`src/common/remote_link_defines.vh`:
```
/*
  constants for the remote link configuration block: register offsets,
  field positions, addresses and timing counts.
  assumes a 40 MHz system clock and an apb register bus.
*/
`ifndef REMOTE_LINK_DEFINES_VH
`define REMOTE_LINK_DEFINES_VH

// register byte offsets
`define RL_OFF_CFG 12'h000
`define RL_OFF_ADDR 12'h004
`define RL_OFF_CTRL 12'h008
`define RL_OFF_STAT 12'h00C
`define RL_OFF_MASK 12'h010
`define RL_OFF_IRQ 12'h014
`define RL_OFF_RXADDR 12'h018
`define RL_OFF_MDM 12'h01C

// option switch positions (bit index = position - 1)
`define RL_OPT_PARITY 0
`define RL_OPT_BAUD_HI 1
`define RL_OPT_IF 4
`define RL_OPT_ERR 5

// ctrl register fields
`define RL_CTRL_LOCAL_BUSY 0
`define RL_CTRL_NVM_DONE 1
`define RL_CTRL_NVM_VALID 2
`define RL_CTRL_LAMP_STB 3

// irq status bit positions
`define RL_IRQ_KEY 0
`define RL_IRQ_REFRESH 1
`define RL_IRQ_ADDR_HIT 2
`define RL_IRQ_ERR_RESP 3
`define RL_IRQ_W 4

// addresses
`define RL_GLOBAL_ADDR 8'h00

// timing
`define RL_CLK_HZ 40000000
`define RL_REFRESH_MS 1000
`define RL_REFRESH_CYC ((`RL_CLK_HZ / 1000) * `RL_REFRESH_MS)
`define RL_MDM_BAUD 9600
`define RL_MDM_DIV (`RL_CLK_HZ / `RL_MDM_BAUD)

`endif

```
`src/baud_tick_gen.v`:
```
/*
  baud tick generator: one-cycle enable pulse at the selected rate.
  assumes a synchronous reset and a divisor that changes only rarely.
*/
`timescale 1ns/1ps
module baud_tick_gen
(
  // clock and reset
  input wire i_mclk,
  input wire i_rst,
  // divisor in system clocks per tick
  input wire [19:0] i_div,
  // tick output
  output reg o_tick
);

  reg [19:0] cnt_q;

  // free running down counter, reloads on the terminal count
  always @(posedge i_mclk)
  begin
    if (i_rst)
    begin
      cnt_q <= 20'h00000;
      o_tick <= 1'b0;
    end
    else if (cnt_q == 20'h00000)
    begin
      cnt_q <= i_div - 20'h00001;
      o_tick <= 1'b1;
    end
    else
    begin
      cnt_q <= cnt_q - 20'h00001;
      o_tick <= 1'b0;
    end
  end

endmodule // baud_tick_gen

```
`src/refresh_timer.v`:
```
/*
  refresh timer: one-cycle pulse once every period.
  assumes a synchronous reset; the period is a parameter so a bench can shorten it.
*/
`timescale 1ns/1ps
module refresh_timer
#(
  parameter [27:0] PERIOD = 28'h2625A00
)
(
  // clock and reset
  input wire i_mclk,
  input wire i_rst,
  // pulse output
  output reg o_pulse
);

  reg [27:0] cnt_q;

  // counts up to the period then pulses
  always @(posedge i_mclk)
  begin
    if (i_rst)
    begin
      cnt_q <= 28'h0000000;
      o_pulse <= 1'b0;
    end
    else if (cnt_q == PERIOD - 28'h0000001)
    begin
      cnt_q <= 28'h0000000;
      o_pulse <= 1'b1;
    end
    else
    begin
      cnt_q <= cnt_q + 28'h0000001;
      o_pulse <= 1'b0;
    end
  end

endmodule // refresh_timer

```
`src/remote_link_config.v`:
```
/*
  remote link configuration and control for the monitor-and-control unit.
  decodes option and address switch banks, runs the power-up restore
  sequence, times the display refresh, raises the keypad interrupt,
  filters received destination addresses and drives the modem control
  link settings. registers are reached over apb.
  assumes switch inputs are synchronous and a switch reads 1 when on.
*/
// Design decisions made here: the register addresses and the APB register port.
// Overview of operation
// (RL1) parity is even when option switch one is off, odd when on
// (RL2) switches two to four pick baud 110 up to 9600, off counts one
// (RL3) station address comes from address switches, position one is the msb
// (RL4) address zero is global and never a station address
// (RL5) option switch five on picks single-drop, off picks multidrop
// (RL6) multidrop holds at most 32 devices, single-drop exactly one
// (RL7) power-up tests backed memory, applies stored or default settings
// (RL8) switch six on sends error reply for commands blocked by local work
// (RL9) modem control link is fixed at 9600 baud even parity
// (RL10) only modems and channel units with unique addresses on modem link
// (RL11) keypad activity raises an interrupt to the processor
// (RL12) display refreshed each second, lamps and buzzer only on demand
// (RL13) external io interrupt arbitration stays disabled
// (RL14) messages for neither own nor global address are ignored
`timescale 1ns/1ps
`include "remote_link_defines.vh"
module remote_link_config
#(
  parameter [27:0] REFRESH_CYC = `RL_REFRESH_CYC
)
(
  // clock and reset
  input wire i_mclk,
  input wire i_rst,
  // apb slave
  input wire i_psel,
  input wire i_penable,
  input wire i_pwrite,
  input wire [11:0] i_paddr,
  input wire [31:0] i_pwdata,
  output wire o_pready,
  output reg [31:0] o_prdata,
  output wire o_pslverr,
  // switch banks, bit n is position n+1, 1 = on
  input wire [7:0] i_option_switch_bank,
  input wire [7:0] i_address_switch_bank,
  // keypad activity level
  input wire i_key_active,
  // received destination address strobe
  input wire i_rx_addr_vld,
  input wire [7:0] i_rx_addr,
  // remote command rejected by local processing
  input wire i_cmd_blocked,
  // external remote link settings
  output reg o_ext_parity_odd,
  output reg [2:0] o_ext_baud_sel,
  output wire o_ext_baud_tick,
  output reg o_ext_if_single,
  output reg [7:0] o_station_addr,
  output reg o_addr_valid,
  output reg o_rx_accept,
  output reg o_err_resp,
  // modem control link settings
  output wire o_mdm_parity_odd,
  output wire o_mdm_baud_tick,
  // front panel
  output reg o_display_refresh,
  output reg o_lamp_update,
  // arbitration enable, always off
  output wire o_io_arb_en,
  // interrupt
  output wire o_irq
);

  ////////////////////////////////////////////////////////////////////
  // decoding helpers

  // baud switch code to divisor; off reads one, so code 7 is 9600
  function [19:0] baud_div;
    input [2:0] code;
    begin
      case (code)
        3'h0: baud_div = 20'd363636;
        3'h1: baud_div = 20'd266667;
        3'h2: baud_div = 20'd133333;
        3'h3: baud_div = 20'd66667;
        3'h4: baud_div = 20'd33333;
        3'h5: baud_div = 20'd16667;
        3'h6: baud_div = 20'd8333;
        default: baud_div = 20'd4167;
      endcase
    end
  endfunction

  // reverse bit order so position one lands in the msb
  function [7:0] bit_rev8;
    input [7:0] v;
    integer k;
    begin
      bit_rev8 = 8'h00;
      for (k = 0; k < 8; k = k + 1)
        bit_rev8[7 - k] = v[k];
    end
  endfunction

  ////////////////////////////////////////////////////////////////////
  // configuration state

  reg [2:0] cfg_baud_q;
  reg cfg_parity_q;
  reg cfg_if_q;
  reg cfg_err_q;
  reg local_busy_q;
  reg nvm_done_q;
  reg nvm_valid_q;
  reg [7:0] mask_q;
  reg [3:0] stat_q;
  reg [7:0] rx_last_q;
  reg key_prev_q;
  reg [1:0] boot_q;

  localparam [1:0] BOOT_WAIT = 2'h0;
  localparam [1:0] BOOT_RUN = 2'h1;

  wire [2:0] sw_baud = ~{i_option_switch_bank[1], i_option_switch_bank[2],
                         i_option_switch_bank[3]};
  wire [7:0] sw_addr = bit_rev8(i_address_switch_bank);

  wire wr_en = i_psel & i_penable & i_pwrite;
  wire rd_en = i_psel & i_penable & ~i_pwrite;
  wire refresh_pulse;

  // power-up: config held from switches until software reports the memory test
  always @(posedge i_mclk)
  begin
    if (i_rst)
    begin
      boot_q <= BOOT_WAIT;
      cfg_baud_q <= 3'h7;
      cfg_parity_q <= 1'b0;
      cfg_if_q <= 1'b0;
      cfg_err_q <= 1'b0;
    end
    else
    begin
      case (boot_q)
        BOOT_WAIT:
        begin
          // defaults come from switches; stored settings applied only if valid
          cfg_parity_q <= i_option_switch_bank[`RL_OPT_PARITY]; // RL1
          cfg_baud_q <= sw_baud; // RL2
          cfg_if_q <= i_option_switch_bank[`RL_OPT_IF]; // RL5
          cfg_err_q <= i_option_switch_bank[`RL_OPT_ERR]; // RL8
          if (nvm_done_q)
            boot_q <= BOOT_RUN; // RL7
        end
        BOOT_RUN:
        begin
          if (wr_en && i_paddr == `RL_OFF_CFG && nvm_valid_q)
          begin
            // stored configuration restore, only after a passing test
            cfg_parity_q <= i_pwdata[`RL_OPT_PARITY]; // RL7
            cfg_baud_q <= ~i_pwdata[3:1];
            cfg_if_q <= i_pwdata[`RL_OPT_IF];
            cfg_err_q <= i_pwdata[`RL_OPT_ERR];
          end
        end
        default: boot_q <= BOOT_WAIT;
      endcase
    end
  end

  ////////////////////////////////////////////////////////////////////
  // control registers

  always @(posedge i_mclk)
  begin
    if (i_rst)
    begin
      local_busy_q <= 1'b0;
      nvm_done_q <= 1'b0;
      nvm_valid_q <= 1'b0;
      mask_q <= 8'h00;
      o_lamp_update <= 1'b0;
    end
    else
    begin
      o_lamp_update <= 1'b0;
      if (wr_en && i_paddr == `RL_OFF_CTRL)
      begin
        local_busy_q <= i_pwdata[`RL_CTRL_LOCAL_BUSY];
        // memory test result latches once, a later write cannot undo it
        if (!nvm_done_q)
        begin
          nvm_done_q <= i_pwdata[`RL_CTRL_NVM_DONE];
          nvm_valid_q <= i_pwdata[`RL_CTRL_NVM_VALID]; // RL7
        end
        o_lamp_update <= i_pwdata[`RL_CTRL_LAMP_STB]; // RL12
      end
      if (wr_en && i_paddr == `RL_OFF_MASK)
        mask_q <= i_pwdata[7:0];
    end
  end

  ////////////////////////////////////////////////////////////////////
  // outputs derived from configuration

  always @(posedge i_mclk)
  begin
    if (i_rst)
    begin
      o_ext_parity_odd <= 1'b0;
      o_ext_baud_sel <= 3'h7;
      o_ext_if_single <= 1'b0;
      o_station_addr <= 8'h00;
      o_addr_valid <= 1'b0;
      o_rx_accept <= 1'b0;
      o_err_resp <= 1'b0;
      o_display_refresh <= 1'b0;
      rx_last_q <= 8'h00;
    end
    else
    begin
      o_ext_parity_odd <= cfg_parity_q; // RL1
      o_ext_baud_sel <= cfg_baud_q; // RL2
      o_ext_if_single <= cfg_if_q; // RL5
      o_station_addr <= sw_addr; // RL3
      // zero is the global address, flag the bank as not a station address
      o_addr_valid <= (sw_addr != `RL_GLOBAL_ADDR); // RL4
      o_rx_accept <= i_rx_addr_vld &&
                     (i_rx_addr == `RL_GLOBAL_ADDR ||
                      (i_rx_addr == sw_addr && sw_addr != `RL_GLOBAL_ADDR)); // RL14
      // error reply only when the remote command hit local use and it is enabled
      o_err_resp <= i_cmd_blocked & local_busy_q & cfg_err_q; // RL8
      o_display_refresh <= refresh_pulse; // RL12
      if (i_rx_addr_vld)
        rx_last_q <= i_rx_addr;
    end
  end

  ////////////////////////////////////////////////////////////////////
  // interrupt status, cleared by a read; a new event wins over the clear

  wire key_rise = i_key_active & ~key_prev_q;
  wire [3:0] ev = {i_cmd_blocked & local_busy_q & cfg_err_q,
                   o_rx_accept, refresh_pulse, key_rise};
  wire stat_rd = rd_en && i_paddr == `RL_OFF_STAT;

  always @(posedge i_mclk)
  begin
    if (i_rst)
    begin
      stat_q <= 4'h0;
      key_prev_q <= 1'b0;
    end
    else
    begin
      key_prev_q <= i_key_active;
      stat_q <= (stat_rd ? 4'h0 : stat_q) | ev; // RL11
    end
  end

  assign o_irq = |(stat_q & mask_q[3:0]); // RL11
  assign o_io_arb_en = 1'b0; // RL13

  ////////////////////////////////////////////////////////////////////
  // apb read mux, zero wait states

  assign o_pready = 1'b1;
  assign o_pslverr = 1'b0;

  always @(posedge i_mclk)
  begin
    if (i_rst)
      o_prdata <= 32'h00000000;
    else if (i_psel && !i_penable && !i_pwrite)
    begin
      case (i_paddr)
        `RL_OFF_CFG: o_prdata <= {26'h0, cfg_err_q, cfg_if_q, ~cfg_baud_q, cfg_parity_q};
        `RL_OFF_ADDR: o_prdata <= {23'h0, o_addr_valid, sw_addr};
        `RL_OFF_CTRL: o_prdata <= {29'h0, nvm_valid_q, nvm_done_q, local_busy_q};
        `RL_OFF_STAT: o_prdata <= {28'h0, stat_q};
        `RL_OFF_MASK: o_prdata <= {24'h0, mask_q};
        `RL_OFF_IRQ: o_prdata <= {31'h0, o_irq};
        `RL_OFF_RXADDR: o_prdata <= {24'h0, rx_last_q};
        `RL_OFF_MDM: o_prdata <= {16'h0, 16'd9600};
        default: o_prdata <= 32'h00000000;
      endcase
    end
  end

  ////////////////////////////////////////////////////////////////////
  // rate generators

  baud_tick_gen u_ext_baud
  (
    .i_mclk(i_mclk),
    .i_rst(i_rst),
    .i_div(baud_div(cfg_baud_q)),
    .o_tick(o_ext_baud_tick)
  );

  // modem link rate is fixed, never taken from switches
  baud_tick_gen u_mdm_baud
  (
    .i_mclk(i_mclk),
    .i_rst(i_rst),
    .i_div(20'd4167), // RL9
    .o_tick(o_mdm_baud_tick)
  );

  assign o_mdm_parity_odd = 1'b0; // RL9

  refresh_timer #(.PERIOD(REFRESH_CYC)) u_refresh
  (
    .i_mclk(i_mclk),
    .i_rst(i_rst),
    .o_pulse(refresh_pulse)
  );

endmodule // remote_link_config

```
`config.mk`:
```
export PLATFORM = sky130hd
export DESIGN_NAME = remote_link_config
export DESIGN_NICKNAME = d
export VERILOG_FILES = /design/src/baud_tick_gen.v /design/src/refresh_timer.v /design/src/remote_link_config.v
export VERILOG_INCLUDE_DIRS = /design/src /design/src/common
export SDC_FILE = /design/constraint.sdc
export NUM_CORES = 1
export LEC_CHECK = 0
export ABC_AREA = 1
export BUFFER_PORTS_ARGS = -buffer_cell sky130_fd_sc_hd__buf_2
export CORE_MARGIN = 4
export CORE_UTILIZATION = 55
export CTS_BUF_LIST = sky130_fd_sc_hd__clkbuf_4
export DETAILED_ROUTE_END_ITERATION = 8
export PLACE_DENSITY = 0.79
export RECOVER_POWER = 100
export SLEW_MARGIN = 20
export SYNTH_ARGS = -nofsm -noshare
export SYNTH_HDL_FRONTEND = slang
export SYNTH_SLANG_ARGS = --single-unit
```
`constraint.sdc`:
```
create_clock -name i_mclk -period 3.8 [get_ports i_mclk]
set_input_delay 0 -clock i_mclk [delete_from_list [all_inputs] [get_ports i_mclk]]
set_output_delay 0 -clock i_mclk [all_outputs]
set_load 0.01 [all_outputs]
```
# Word level (Yosys, flattened, before mapping)
# Index checks and enable logic that the tools add are counted.
# Widths: inputs -> output; s select.
[op_classes] n_addsub=4 multipliers=0 div=0 n_lt_le_gt_ge=0 n_eq_ne=18 shift=0 muxes=19 n_bitwise=16 reduce_logical=27
[op_table] operator="$pmux 19 s7" n=1
[op_table] operator="$pmux 14 s8" n=1
[op_table] operator="$eq 12x5->1 const B" n=4
[op_table] operator="$logic_not 20->1" n=2
[op_table] operator="$sub 20x1->20 const B" n=2
[op_table] operator="$add 28x1->28 const B" n=1
[op_table] operator="$eq 28x26->1 const B" n=1
[op_table] operator="$eq 12x4->1 const B" n=2
[op_table] operator="$mux 20" n=1
[op_table] operator="$sub 19x1->20 const B" n=1
[op_table] operator="$mux 13" n=1
[op_table] operator="$eq 12x3->1 const B" n=1
[op_table] operator="$logic_not 12->1" n=1
[op_table] operator="$eq 3x3->1 const B" n=3
[op_table] operator="$logic_and 1x1->1" n=9
[op_table] operator="$not 3->3" n=3
[op_table] operator="$eq 8x8->1" n=1
[op_table] operator="$logic_not 8->1" n=1
[op_table] operator="$reduce_bool 8->1" n=1
[op_table] operator="$mux 1" n=7
[op_table] operator="$and 1x1->1" n=6
[op_table] operator="$eq 3x2->1 const B" n=2
[op_table] operator="$pmux 1 s2" n=3
[op_table] operator="$pmux 3 s2" n=1
[op_table] operator="other kinds (18)" n=28
[totals] reg_bits=153 latchBits=0 ram_bits=0 mem_bits_ro=0 in_bits=76 output_inout_bits=57 wordCells=113 mem_count=0

# Longest topological paths before layout
[logic_depth] ltp_word=6 depth_mapped=15 mapped_depth_nobuf=15

# Hierarchy
# From an unflattened synthesis, not the netlist that was laid out.
[unflattened] hier_cells=1228 area_unflattened_um2=8022.7
[modules_own_cells] mod="baud_tick_gen" n_inst=2 cells_each=276 area_each_um2=1709.1 seq_area_each_um2=420.4
[modules_own_cells] mod="remote_link_config" n_inst=1 cells_each=439 area_each_um2=3030.4 seq_area_each_um2=1181.1
[modules_own_cells] mod="refresh_timer" n_inst=1 cells_each=237 area_each_um2=1574.0 seq_area_each_um2=580.6

# Worst setup path before layout
# OpenSTA, ideal clock, no wires.
[synth_path] kind="flip-flop to flip-flop" from="register u_ext_baud.cnt_q[15]" to="register u_ext_baud.cnt_q[14]" setup_ns=0.115 arrival_time_ns=1.861 t_required_ns=3.685 path_slack_ns=1.824 path_stages_with_launch=14 n_path_buf=1 synth_period_minus_slack_ns=1.976 cell_sequence="dfxtp_1 -> or2_4 -> nor2_8 -> nand3_4 -> buf_6 -> nor2_1 -> nor2_2 -> ha_1 -> inv_1 -> nor2_1 -> nand3_1 -> inv_1 -> a21oi_1 -> nor2_1"
[synth_via] elab_chain_cells=2
[synth_lines] element="start: declaration" line_no="baud_tick_gen.v:17" text="reg [19:0] cnt_q;"
[synth_lines] element="start signal: assignment" line_no="baud_tick_gen.v:29" text="cnt_q <= i_div - 20'h00001;"
[synth_lines] element="start signal: assignment" line_no="baud_tick_gen.v:34" text="cnt_q <= cnt_q - 20'h00001;"
[synth_lines] element="$logic_not 20->1" line_no="baud_tick_gen.v:27" text="else if (cnt_q == 20'h00000)"
[synth_lines] element="$mux 20" line_no="baud_tick_gen.v:27"
# No other way between the ends.
# A chain may end at the register's enable or synchronous reset.

# Worst setup path in the final report
[layout_path] from="input port i_paddr[8]" to="register o_prdata[10]"
[layout_via] elab_chain_cells=2 elab_cells_between_ends=9 classes_between="eq/ne (7); mux (1); reduce/logical (1)"
[layout_lines] element="start: declaration" line_no="remote_link_config.v:39" text="input wire [11:0] i_paddr,"
[layout_lines] element="$eq 12x5->1, or another cell as far along" line_no="remote_link_config.v:278" text="case (i_paddr)"
[layout_lines] element="$pmux 14 s8 *" line_no="remote_link_config.v:278"
[layout_lines] element="end signal: assignment" line_no="remote_link_config.v:279" text="`RL_OFF_CFG: o_prdata <= {26'h0, cfg_err_q, cfg_if_q, ~cfg_baud_q, cfg_parity_q};"
[layout_lines] element="end signal: assignment" line_no="remote_link_config.v:280" text="`RL_OFF_ADDR: o_prdata <= {23'h0, o_addr_valid, sw_addr};"
[layout_lines] element="end signal: assignment" line_no="remote_link_config.v:281" text="`RL_OFF_CTRL: o_prdata <= {29'h0, nvm_valid_q, nvm_done_q, local_busy_q};"
[layout_lines] element="end: declaration" line_no="remote_link_config.v:42" text="output reg [31:0] o_prdata,"
# Mark *: on every way between the ends. The rest lies on a longest branch, timed or not.

==> impl_metrics.csv <==
group,metric,value,unit
cts,tritoncts.num_buffers,17,
timing,setup_viol,0,
timing,max_clock_freq,339,MHz
power_and_ir_drop,power_density,574,nW/um^2
floorplan,std_cell_rows,39,
status,status,"completed",
routing,avgViaCountPerCell,5.18,
floorplan,pin_count,133,
synthesis,mappedNetlistArea,6490,sq um
timing,rsz0062_at_grt,"no",
cts,clk_root_buffer_cell,"sky130_fd_sc_hd__clkbuf_4",
synthesis,synth_compound_gate_area_share,0.130,
cells_and_area,final-instance-count-excl-fill,1246,
global_route,groute.usage.overall,0.246,
synthesis,avgSynthCellArea,6.94,sq um
global_route,grt_max_degree,46,
cells_and_area,layout-drive-gt1-share,0.103,
routing,dr.pass1.iters,6,
placed_design,placedInstanceArea,6900,sq um
routing,initialDrtViolationCount,604,
timing,max_slew_margin,0.336,
power_and_ir_drop,p_leak,3.39,nW
floorplan,start_util,0.566,
global_route,grt_antenna_before_repair,0,
setup_path,critical-path-max-stage-delay,0.59,ns
timing,period_needed,2.95,ns
synthesis,synth.lib_cells_used.distinct,45,
setup_path,path_cells,"dlygate4sd3_1 -> buf_2 -> nor2_1 -> dlygate4sd3_1 -> nand2_1 -> dlygate4sd3_1 -> nor2_1 -> dlygate4sd3_1 -> nand2_1 -> a21oi_1 -> dlygate4sd3_1",
synthesis,synth_xor_area_frac,0.0337,
floorplan,die-width,117,um
synthesis,synthesis.instances,935,
placed_design,buffer_ports.inserted,81,
cts,cts_htree_levels,4,
cts,cts_sinks,130,
timing,final_layout_worst_hold_slack,0.100,ns
setup_path,crit_family,"buffers and inverters",
power_and_ir_drop,finalPower,0.00450,W
cells_and_area,final_non_filler_cell_area,7840,sq um
setup_path,critical_path.slowest_cell,"sky130_fd_sc_hd__dlygate4sd3_1",
global_route,first_global_vias,5928,
cts,path_clk_slew,0.12,ns
setup_path,data_arrival_time_of_the_critical_path,3.46,ns
global_route,first_pass_grt_wire_length,26.5,mm
cts,post_cts_buffers,0,
setup_path,worstPathMaxFanout,4,
setup_path,cp.required,4.30,ns
synthesis,count_of_flip_flops_with_a_built_in_enable_after_synthesis,0,
cts,cts_tree,"done",
routing,antenna_violation_net_count_after_detailed_routing,0,
timing,post-route-period-util,0.777,
synthesis,synth-warning-count,0,
floorplan,die-height,117,um
cts,clockBufferDepth,2,
hold_path,hold_class,"in -> reg",
setup_path,critPathMostFrequentCell,"sky130_fd_sc_hd__dlygate4sd3_1",
placed_design,dp_cells,1139,
synthesis,synthAdderAreaFrac,0.00578,
cts,worst_skew_pair.late_latency,0.57,ns
synthesis,synth.ff_latch_count,130,
synthesis,synth_seq_area_share,0.401,
floorplan,area_enclosed_by_the_die_boundary,13600,sq um
routing,route.vias.total,6453,
timing,totalNegativeSetupSlack,0,ns
power_and_ir_drop,vdd.ir_drop.worst,0.503,mV
setup_path,timing.critical_path.to_type,"flip-flop",
routing,wirelength,16.9,mm
cells_and_area,antenna_cells_inserted,0,
timing,tightest_slew,0.993,ns
timing,finalHoldViolCount,0,
synthesis,synth-main-ff-cell,"sky130_fd_sc_hd__dfxtp_1",
routing,drt_wl_cell,13.6,um
timing,slew_viols_final,0,
cells_and_area,flow.area_growth_from_synthesis,20.8,%
cells_and_area,fin_nets,1169,
synthesis,synthSimpleGateAreaFrac,0.310,
placed_design,finalWeightedCongestion,0.883,
routing,drc_errors,0,
synthesis,proportion_of_synthesized_area_in_mux_cells,0,
setup_path,worst-path-buf-inv,6,
setup_path,startpoint_class,"primary input",
placed_design,dp_hpwl,10.9,mm
synthesis,asyncSetResetFlopFracSynth,0,
synthesis,synth_top_family_by_area,"simple AND/OR/NAND/NOR gates",
floorplan,design.core.area,11500,sq um
setup_path,path_class,"in -> reg",
run,drv.max_cap_violation_count,0,
global_route,overflow,0,
timing,fin_skew,0.0205,ns
## area by class of cell
type                    count  area, sq um
multi-input cells         653         3180
flip-flops and latches    130         2600
fillers                   967         3620
clock buffers              17          128
well taps                 143          179
repair buffers            159         1140
inverters                 129          484
clock inverters            15          134
## worst min-delay path: cells and delay by family
kind | cells | cell delay [ns]
AOI/OAI and AO/OA | 1 | 0.05
buffers and inverters | 2 | 0.17
and+or+nand+nor | 6 | 0.40
## cell usage in the layout, fill, tap and decap left out, types with 4 or more instances in the layout
master	synthesis	routed
sky130_fd_sc_hd__nand2_1	167	169
sky130_fd_sc_hd__nor2_1	154	159
sky130_fd_sc_hd__dfxtp_1	130	130
sky130_fd_sc_hd__inv_1	122	122
sky130_fd_sc_hd__dlygate4sd3_1	0	75
sky130_fd_sc_hd__a21oi_1	65	65
sky130_fd_sc_hd__buf_2	3	47
sky130_fd_sc_hd__o21ai_0	41	42
sky130_fd_sc_hd__nand3_1	37	37
sky130_fd_sc_hd__clkbuf_1	15	34
sky130_fd_sc_hd__nand4_1	27	27
sky130_fd_sc_hd__conb_1	2	25
sky130_fd_sc_hd__clkbuf_4	0	17
sky130_fd_sc_hd__nor3_1	16	16
sky130_fd_sc_hd__xor2_1	16	16
sky130_fd_sc_hd__o22ai_1	14	14
sky130_fd_sc_hd__xnor2_1	9	9
sky130_fd_sc_hd__nor2_2	11	8
sky130_fd_sc_hd__nor4_1	7	7
sky130_fd_sc_hd__nor3b_1	7	7
sky130_fd_sc_hd__inv_2	5	5
sky130_fd_sc_hd__o21ai_1	6	5
sky130_fd_sc_hd__or2_2	4	4
sky130_fd_sc_hd__a31oi_1	4	4
sky130_fd_sc_hd__nand2_2	6	4
sky130_fd_sc_hd__clkinv_4	0	4
sky130_fd_sc_hd__clkinv_2	0	4
## layer usage
layer / vias to the layer above / global-route usage / wire length, um
li1: 3282 / - / -
met1: 2904 / 0.311 / 7340
met2: 220 / 0.405 / 7990
met3: 47 / 0.0508 / 1110
met4: 0 / 0.115 / 485
met5: - / 0 / 0
## path summary, 6_finish.rpt
check,startpoint,endpoint,slack (ns),cells past startpoint
setup reg to reg,u_ext_baud.cnt_q[1],u_ext_baud.cnt_q[14],1.05,13
hold reg to reg,u_mdm_baud.cnt_q[0],u_mdm_baud.cnt_q[0],0.43,1
setup / recovery,i_paddr[8],o_prdata[10],0.85,11
hold / removal,i_paddr[2],o_prdata[8],0.10,9
## stage by stage
stage,util,worst slack (ns)
finish,0.684,0.846
CTS,0.690,1.01
detailed placement,0.602,1.42
floorplan,-,1.82
global route,0.684,0.764
global placement,0.602,1.45
## registers in the layout, summed over array words and instances, names as in the netlist, 3 cells and up
name and count:
o_station_addr 8, o_ext_baud_sel 3, u_ext_baud.cnt_q 20, u_mdm_baud.cnt_q 20
cfg_baud_q 3, u_refresh.cnt_q 28, o_prdata 10, mask_q 8
rx_last_q 8, stat_q 4
## power breakdown
group          internal [W]  switching (W)  total, W  leakage (nW)
sequential          0.00156       0.000124   0.00168          1.06
combinational      0.000681        0.00126   0.00194          2.19
clock              0.000327       0.000549  0.000876         0.138
## logic make-up after synthesis
kind of cell | count (synthesis)
other | 2
and+or+nand+nor | 450
buffers and inverters | 175
xor gates and xnor gates | 25
DFF | 130
AOI/OAI and AO/OA | 150
adders and majority gates | 3
## Yosys cell counts (all sizes together) (9+ instances only)
cell type,number,area share
a21oi,65,0.050
buf,31,0.035
clkbuf,15,0.0087
dfxtp,130,0.40
inv,127,0.073
nand2,173,0.10
nand3,39,0.033
nand4,27,0.026
nor2,171,0.11
nor3,16,0.012
o21ai,48,0.038
o22ai,14,0.013
xnor2,9,0.012
xor2,16,0.022
## timing repair
item                      CTS  global route
hold endpoints to repair   62             0
resized for setup           0             0
hold buffers               75             0
No activity file was read; power rests on OpenSTA's default activity.
